[src/shared/cts_defs.vh]
// Constants for the trap and operand semantics unit
`ifndef CTS_DEFS_VH
`define CTS_DEFS_VH
`define CTS_STEP_TWO       16'h0002
`define CTS_PC_PLUS_FOUR   16'h0004
`define CTS_PSW_ADDR       16'hFFFE
`define CTS_STACK_PC_ADDR  16'h0000
`define CTS_STACK_PS_ADDR  16'h0002
`define CTS_TBIT           4
`define CTS_PSW_RESET      16'h0000
`define CTS_INIT_NS        10000
`define CTS_PAUSE_NS       90000
`define CTS_CLK_NS         10
`define CTS_INIT_CYC       (`CTS_INIT_NS / `CTS_CLK_NS)
`define CTS_PAUSE_CYC      (`CTS_PAUSE_NS / `CTS_CLK_NS)
`endif

[src/cts_trap_unit.v]
// Trap sequencing and operand side-effect logic of the processor core
`include "cts_defs.vh"
`default_nettype none

// How it works
// - Same register source and auto-stepped destination: source sees register stepped by two.
// - PC as source with indexed, absolute or deferred destination stores own address plus four.
// - Jump or call through autoincrement uses original register value as new PC.
// - Reset instruction drives bus initialize 10 us, then pauses 90 us.
// - Power fail seen during reset instruction is held until it completes.
// - Return-no-trace setting trace bit traps after the following instruction.
// - Return-from-interrupt setting trace bit traps right after the return.
// - Trace trap is serviced before a concurrent interrupt.
// - Only trap, interrupt entry and returns may change the trace bit.
// - Stack pointer odd or missing address is fatal; new stack built at 0 and 2.
// - Higher pending interrupt is taken before the routine's first instruction.
// - Status word accessible at its address and by move-to and move-from status.
// - Four interrupt request priority levels are supported.
// - Word access to odd address takes odd-address trap.
// - Extended integer and float instructions are never aborted by interrupts.
// - Extended integer source fetch uses a plain read cycle.
// - Word move's final access is a write cycle only.
// - Instruction fetch bus error leaves PC already incremented.
// - Autoincrement bus error leaves the register incremented.
module cts_trap_unit #(
    parameter INIT_CYC  = `CTS_INIT_CYC,
    parameter PAUSE_CYC = `CTS_PAUSE_CYC
) (
    input  wire        clk,            // Processor clock
    input  wire        rst_n,          // Asynchronous reset, active low
    input  wire [15:0] src_reg_val,    // Current value of the shared register
    input  wire        same_reg,       // Source and destination use one register
    input  wire        dst_autoinc,    // Destination mode autoincrement (direct or deferred)
    input  wire        dst_autodec,    // Destination mode autodecrement (direct or deferred)
    output reg  [15:0] src_operand,    // Source operand as read
    input  wire [15:0] instr_addr,     // Address of current instruction
    input  wire        pc_src_ixdef,   // PC source with indexed/absolute/deferred dest
    output reg  [15:0] pc_store_val,   // Value stored for PC-as-source
    input  wire        jump_autoinc,   // Jump or call through (R)+
    input  wire [15:0] jump_reg_val,   // Register value for jump target
    output reg  [15:0] jump_target,    // New PC for jump
    output reg  [15:0] jump_reg_next,  // Register after the jump
    input  wire        reset_instr,    // Start system reset instruction (pulse)
    output reg         bus_init,       // Bus initialize
    output wire        reset_busy,     // Reset instruction in progress
    input  wire        power_fail,     // Power fail condition
    output reg         power_fail_req, // Power fail recognised
    input  wire        instr_done,     // Instruction completed (pulse)
    input  wire        ret_intr,       // Return-from-interrupt completes (pulse)
    input  wire        ret_no_trace,   // Return-no-trace completes (pulse)
    input  wire [15:0] ret_psw,        // Status popped by a return
    input  wire        move_to_status, // Move-to-status write (pulse)
    input  wire        psw_mem_wr,     // Write to status word address (pulse)
    input  wire        console_dep,    // Console deposit to status (pulse)
    input  wire [15:0] wr_data,        // Data for explicit status write
    output reg  [15:0] processor_status_word, // Current status
    output wire [15:0] move_from_status,      // Status read value
    input  wire [15:0] mem_rd_addr,    // Address of a read probe
    output wire        psw_hit,        // Probe hits status address
    input  wire [3:0]  irq,            // Interrupt requests, levels 4..7
    input  wire        first_instr,    // Next instruction is a routine's first
    input  wire        long_instr,     // Extended integer or float instruction busy
    output reg         trap_req,       // Take a trap or interrupt now
    output reg  [1:0]  trap_kind,      // 0 trace,1 intr,2 odd,3 bus error
    output reg  [1:0]  irq_level,      // Level taken
    input  wire        word_access,    // Word access in progress
    input  wire        access_odd,     // Address bit 0 set
    input  wire        bus_error,      // Nonexistent address timeout
    input  wire        via_sp,         // Access through stack pointer
    input  wire        in_trap_svc,    // Trap service in progress
    output reg         fatal_trap,     // Fatal stack trap
    output reg  [15:0] new_sp,         // Stack pointer to use for the push
    input  wire        eis_src_fetch,  // Extended integer source fetch
    input  wire        move_last,      // Word move final access
    output reg  [1:0]  bus_cycle,      // 0 none,1 read,2 read-pause,3 write
    input  wire        fetch_cycle,    // Instruction fetch in progress
    input  wire [15:0] pc_val,         // PC before fetch
    output reg  [15:0] pc_after_err,   // PC after a fetch bus error
    input  wire        mode2_access,   // Autoincrement access
    output reg  [15:0] reg_after_err,  // Register after mode-2 bus error
    input  wire        trap_enter,     // Begin trap entry (pulse)
    input  wire [15:0] vec_pc,         // Vector new PC
    input  wire [15:0] vec_psw,        // Vector new status
    input  wire [15:0] cur_pc,         // PC to push
    output reg  [15:0] push_pc,        // Pushed PC word
    output reg  [15:0] push_psw,       // Pushed status word
    output reg  [15:0] load_pc         // PC loaded from vector
);
    localparam CNT_W = 16;
    localparam RS_IDLE = 2'd0;
    localparam RS_INIT = 2'd1;
    localparam RS_PAUSE = 2'd2;

    reg  [1:0]       rst_state;
    reg  [CNT_W-1:0] rst_cnt;
    reg              pf_held;
    reg              trace_pend;
    reg              trace_delay;
    wire             tbit = processor_status_word[`CTS_TBIT];

    // Operand side effects, combinational paths
    always @*
    begin
        src_operand = src_reg_val;
        if (same_reg && dst_autoinc)
            src_operand = src_reg_val + `CTS_STEP_TWO;
        else if (same_reg && dst_autodec)
            src_operand = src_reg_val - `CTS_STEP_TWO;
        pc_store_val = pc_src_ixdef ? instr_addr + `CTS_PC_PLUS_FOUR : instr_addr;
        jump_target   = jump_reg_val;
        jump_reg_next = jump_autoinc ? jump_reg_val + `CTS_STEP_TWO : jump_reg_val;
        pc_after_err  = fetch_cycle ? pc_val + `CTS_STEP_TWO : pc_val;
        reg_after_err = mode2_access ? src_reg_val + `CTS_STEP_TWO : src_reg_val;
        // Plain read for extended source, write-only for word move end
        if (move_last)
            bus_cycle = 2'd3;
        else if (eis_src_fetch)
            bus_cycle = 2'd1;
        else
            bus_cycle = 2'd0;
    end

    assign move_from_status = processor_status_word;
    assign psw_hit = (mem_rd_addr == `CTS_PSW_ADDR);
    assign reset_busy = (rst_state != RS_IDLE);

    // Reset instruction sequencer; counter width bounds the longest phase
    always @(posedge clk or negedge rst_n)
    begin
        if (!rst_n)
        begin
            rst_state <= RS_IDLE;
            rst_cnt   <= 16'h0000;
            bus_init  <= 1'b0;
        end
        else
        begin
            case (rst_state)
                RS_IDLE:
                begin
                    if (reset_instr)
                    begin
                        rst_state <= RS_INIT;
                        rst_cnt   <= INIT_CYC[CNT_W-1:0] - 16'h0001;
                        bus_init  <= 1'b1;
                    end
                end
                RS_INIT:
                begin
                    if (rst_cnt == 16'h0000)
                    begin
                        rst_state <= RS_PAUSE;
                        rst_cnt   <= PAUSE_CYC[CNT_W-1:0] - 16'h0001;
                        bus_init  <= 1'b0;
                    end
                    else
                        rst_cnt <= rst_cnt - 16'h0001;
                end
                RS_PAUSE:
                begin
                    if (rst_cnt == 16'h0000)
                        rst_state <= RS_IDLE;
                    else
                        rst_cnt <= rst_cnt - 16'h0001;
                end
                default:
                begin
                    rst_state <= RS_IDLE;
                    bus_init  <= 1'b0;
                end
            endcase
        end
    end

    // Power fail is latched while reset runs so it cannot cut the pause short
    always @(posedge clk or negedge rst_n)
    begin
        if (!rst_n)
        begin
            pf_held        <= 1'b0;
            power_fail_req <= 1'b0;
        end
        else
        begin
            pf_held        <= reset_busy & (pf_held | power_fail);
            power_fail_req <= ~reset_busy & (power_fail | pf_held);
        end
    end

    // Status word: explicit writes touch all bits but the trace bit
    always @(posedge clk or negedge rst_n)
    begin
        if (!rst_n)
            processor_status_word <= `CTS_PSW_RESET;
        else if (trap_enter)
            processor_status_word <= vec_psw;
        else if (ret_intr || ret_no_trace)
            processor_status_word <= ret_psw;
        else if (move_to_status || psw_mem_wr || console_dep)
        begin
            processor_status_word <= wr_data;
            processor_status_word[`CTS_TBIT] <= tbit;
        end
    end

    // Trace scheduling: return-no-trace defers one instruction
    always @(posedge clk or negedge rst_n)
    begin
        if (!rst_n)
        begin
            trace_pend  <= 1'b0;
            trace_delay <= 1'b0;
        end
        else if (trap_enter)
        begin
            trace_pend  <= 1'b0;
            trace_delay <= 1'b0;
        end
        else if (ret_no_trace)
        begin
            trace_pend  <= 1'b0;
            trace_delay <= ret_psw[`CTS_TBIT];
        end
        else if (ret_intr)
            trace_pend <= ret_psw[`CTS_TBIT];
        else if (instr_done)
        begin
            trace_pend  <= tbit | trace_delay;
            trace_delay <= 1'b0;
        end
    end

    // Trap arbitration; stack faults first, then odd-address and bus errors, then trace, then interrupts
    always @(posedge clk or negedge rst_n)
    begin
        if (!rst_n)
        begin
            trap_req   <= 1'b0;
            trap_kind  <= 2'd0;
            irq_level  <= 2'd0;
            fatal_trap <= 1'b0;
            new_sp     <= 16'h0000;
        end
        else
        begin
            trap_req   <= 1'b0;
            fatal_trap <= 1'b0;
            if ((bus_error || (word_access && access_odd)) && via_sp)
            begin
                trap_req   <= 1'b1;
                fatal_trap <= 1'b1;
                trap_kind  <= 2'd3;
                new_sp     <= `CTS_STACK_PS_ADDR + `CTS_STEP_TWO;
            end
            else if (bus_error && in_trap_svc)
            begin
                trap_req  <= 1'b1;
                trap_kind <= 2'd3;
                new_sp    <= `CTS_STACK_PS_ADDR + `CTS_STEP_TWO;
            end
            else if (word_access && access_odd)
            begin
                trap_req  <= 1'b1;
                trap_kind <= 2'd2;
            end
            else if (bus_error)
            begin
                trap_req  <= 1'b1;
                trap_kind <= 2'd3;
            end
            else if (trace_pend && !long_instr)
            begin
                trap_req  <= 1'b1;
                trap_kind <= 2'd0;
            end
            // A trace owed by the finishing instruction goes first; the request waits
            else if (irq != 4'h0 && !long_instr && (instr_done || first_instr)
                     && !(instr_done && (tbit || trace_delay)))
            begin
                trap_req  <= 1'b1;
                trap_kind <= 2'd1;
                irq_level <= irq[3] ? 2'd3 : irq[2] ? 2'd2 : irq[1] ? 2'd1 : 2'd0;
            end
        end
    end

    // Trap entry: push old status and PC, load new pair from vector
    always @(posedge clk or negedge rst_n)
    begin
        if (!rst_n)
        begin
            push_pc  <= 16'h0000;
            push_psw <= 16'h0000;
            load_pc  <= 16'h0000;
        end
        else if (trap_enter)
        begin
            push_psw <= processor_status_word;
            push_pc  <= cur_pc;
            load_pc  <= vec_pc;
        end
    end
endmodule

`default_nettype wire

[config.mk]
export PLATFORM = sky130hd
export DESIGN_NAME = cts_trap_unit
export DESIGN_NICKNAME = d
export VERILOG_FILES = /design/src/cts_trap_unit.v
export VERILOG_INCLUDE_DIRS = /design/src /design/src/shared
export SDC_FILE = /design/constraint.sdc
export NUM_CORES = 1
export LEC_CHECK = 0
export BUFFER_PORTS_ARGS = -buffer_cell sky130_fd_sc_hd__buf_4
export CAP_MARGIN = 40
export CORE_AREA = 2 2 154 156
export CTS_CLUSTER_SIZE = 10
export DETAILED_ROUTE_END_ITERATION = 7
export DIE_AREA = 0 0 156 158
export PLACE_DENSITY_LB_ADDON = 0.1
export SLEW_MARGIN = 0
export SYNTH_ARGS = -nofsm -noshare
export SYNTH_HDL_FRONTEND = slang
export SYNTH_SLANG_ARGS = --single-unit
[constraint.sdc]
create_clock -name clk -period 2.2 [get_ports clk]
set_clock_uncertainty 0.2 [all_clocks]
set_input_delay 0.11 -clock clk [delete_from_list [all_inputs] [get_ports clk]]
set_output_delay 0.11 -clock clk [all_outputs]
set_load 0.02 [all_outputs]
==> metrics.md <==
| Metric | Value |
|---|---|
| Mapped Area | `6230 um^2` |
| Slew margin rel. | `roughly 62%` |
| Largest cells by area after synthesis | `dfrtp_1 38%, mux2_2 9.2%, buf_4 6.7%` |
| Vias | `approximately 6500` |
| Crit path launch type | `flip-flop` |
| Worst path cell trace | `nor4_2, buf_4, and4_4, a2bb2oi_4, o21ai_0, a21o_1` |
| Most frequent cells after synthesis | `94 x dfrtp_1, 77 x nand2_1, 56 x buf_4, 51 x mux2_2, 47 x a21oi_1` |
| Net Sw Power | `2390 uW` |
| TritonCTS buffer count | `9` |
| Vias in the first global route | `6363` |
| Power share of the clock group | `24.1%` |
| Via/cell ratio | `4.61` |
| Max Fclk | `476 MHz` |
| Cells after synthesis | `685` |
| Req. time, crit path | `2240 ps` |
| Main synth FF type | `dfrtp_1` |
| Most common cell in the netlist | `dfrtp_1` |
| Worst-path fanout max | `7` |
| Root buf cell | `clkbuf_16` |
| Row Count | `56` |
| First-pass GRT wire length | `33200 um` |
| DR WL/cell | `between 15 and 20 um` |
| Total chip power | `6750 uW` |
| Hold_ws | `3.80 ps` |
| CTS tree | `built` |
| Max Root-Sink Buffers | `2` |
| Count of pins over their slew limit | `0` |
| Arrival time worst endpoint | `2140 ps` |
| Clock latency on the worst-skew pair | `350 ps` |
| Die width | `~160 um` |
| CTS H-tree depth | `3` |
| Post-synth top area share | `37.8%` |
| Nets | `~1300` |
| Share of layout cells above drive strength 1 | `~44%` |
| Yosys reg bits | `94` |
| Core ar. | `~23000 um^2` |
| Initial core utilization | `27.0%` |
| P&R area growth vs syn | `65.1%` |
| Die H | `158 um` |
| Logic pwr share | `44.0%` |
| DRT Pass-1 Iters | `4` |
| # placed instances | `1308` |
| Min Clock Period, post-route | `2100 ps` |
| Post-route insts no fill | `approximately 1400` |
| Final Hold Fails | `0` |
| DRT iter0 DRCs | `268` |
| Worst path slowest cell | `dfrtp_1` |
| Hold Path Class | `input pin to flip-flop` |
| Count of cell types in the netlist | `56` |
| Final HPWL DP | `17100 um` |
| GR Overflow Total | `0` |
| Switching Share | `35.5%` |
| Place WS | `-76.6 ps` |
| Status | `finished clean` |
| GRT Resource Usage Total | `16.9%` |
| PortBufs | `approximately 370` |
| Pwr dens | `656 nW/um^2` |
| Number of synthesized flops with an enable pin | `0` |
| Flop pwr share | `between 30% and 40%` |
| Max IR drop VDD | `around 0.34 mV` |
| Sequential fraction of the synthesis area | `37.8%` |
| Average size of a mapped cell | `9.10 um^2` |
| Pin count of the biggest net entering global routing | `43` |
| Final Setup Violations | `0` |
| # DRC | `0` |
| Max_cap viols | `0` |
| WS Path Type | `flip-flop to flip-flop` |
| Slew @ Worst Pin | `roughly 570 ps` |
| Crit-path max cell delay | `420 ps` |
| Pint | `roughly 4400 uW` |
| Synth Warn # | `0` |
| FFs w/ async S/R, synth | `100%` |
| Antenna violations before repair | `0` |
| Fraction of the cycle the final worst path needs | `a little over nine tenths` |
| Routed Antenna Nets | `0` |
| Final WL | `21600 um` |
| Leakage power figure | `0.00480 uW` |
| FILL cells | `2329` |
| Reg clk slew, reported paths | `70 ps` |
| Worst setup margin | `98.0 ps` |
| I/O pin cnt | `395` |
| Clock Sink Count | `94` |
| Total die area | `24600 um^2` |
| Gpl congestion | `between 0.7 and 0.8` |
| Cell taking the most area after synthesis | `dfrtp_1` |
| Number of diodes | `0` |
| Critical Path End Type | `flip-flop` |
-- flip-flops by register name, indices dropped and copies added, names as in the netlist, 2 cells and up --
register and flops:
irq_level 2, load_pc 16, move_from_status 16, push_pc 16, push_psw 16, rst_cnt 16
rst_state 2, trap_kind 2
-- path summary, 6_finish.rpt --
path / startpoint / end / slack (ps) / depth (start not counted)
worst max-delay path: rst_cnt[2] / rst_cnt[14] / 100 / 6
max in group asynchronous: rst_n / power_fail_req / 1040 / 3
worst min register to register: pf_held / pf_held / 280 / 2
worst max register to register: rst_cnt[2] / rst_cnt[14] / 100 / 6
worst min-delay path: wr_data[3] / move_from_status[3] / 4 / 5
min in group asynchronous: rst_n / load_pc[8] / 110 / 2
-- cell usage in the layout, fill, tap and decap left out, types with 31 or more instances in the layout --
master | synthesis | final
nand2_1 | 77 | 77
buf_4 | 56 | 403
dlygate4sd3_1 | 0 | 76
o21ai_0 | 45 | 44
a21oi_1 | 47 | 47
xnor2_1 | 43 | 43
nor2_1 | 31 | 31
mux2_2 | 51 | 51
dfrtp_1 | 94 | 94
-- final cells by class --
type                       instances  area, um^2  share of cell area (%)
timing repair buffer             481        3830                    37.2
multi-input combinational        503        3380                    32.8
sequential                        94        2350                    22.9
tap                              290         363                    3.53
clock buffer                      11         243                    2.36
clock inverter                     5        65.1                   0.632
inverter                          17        63.8                   0.620
-- power by group through the flow --
stage               Clock (uW)  Combinational [uW]  Sequential, uW
global placement             0                2810            2180
global route              1760                3210            2200
CTS                       1690                2940            2150
floorplan                    0                1310            2380
finish                    1620                2970            2160
detailed placement           0                2810            2190
-- metal layers --
layer,share of wire (%),vias up,global-route usage (%)
li1,-,3200,-
met1,38,3044,18.6
met2,54,196,32.9
met3,5.7,21,3.70
met4,1.5,0,4.19
met5,0,-,0
-- critical path, delay by kind of cell (launching register included) --
family	cells	cell delay [ps]
buffers and inverters	1	160
flip-flops	1	420
AND/OR/NAND/NOR	2	600
AO/OA/AOI/OAI	3	600
-- cell families (layout without fill, tap and decap cells) --
| kind of cell | count (synthesis) | after routing | synth area share, % |
|---|---|---|---|
| compound gates | 140 | 140 | 13.9 |
| xor+xnor | 69 | 69 | 9.70 |
| flops | 94 | 94 | 37.8 |
| simple gates | 216 | 216 | 17.3 |
| fa+ha+maj | 10 | 10 | 2.01 |
| buf+inv | 102 | 514 | 9.78 |
| other cells | 1 | 15 | 0.0602 |
| mux | 53 | 53 | 9.54 |
-- metrics by stage --
step	utilization (%)	instance area, um^2	setup TNS (ps)
6_report	44.6	10300	0
5_1_grt	44.6	10300	-1.81
4_1_cts	44.4	10200	0
3_5_place_dp	39.8	9160	-285
3_3_place_gp	39.8	9160	-488
2_1_floorplan	-	6280	0
-- timing repair --
action	in CTS	in global routing
endpoints found under the setup margin	12	17
pin swaps	0	2
hold buffers	76	0
setup buffers	0	1
gates resized for setup	2	9
hold endpoints to repair	102	0
Note: power is estimated with default switching activity, not from simulation.
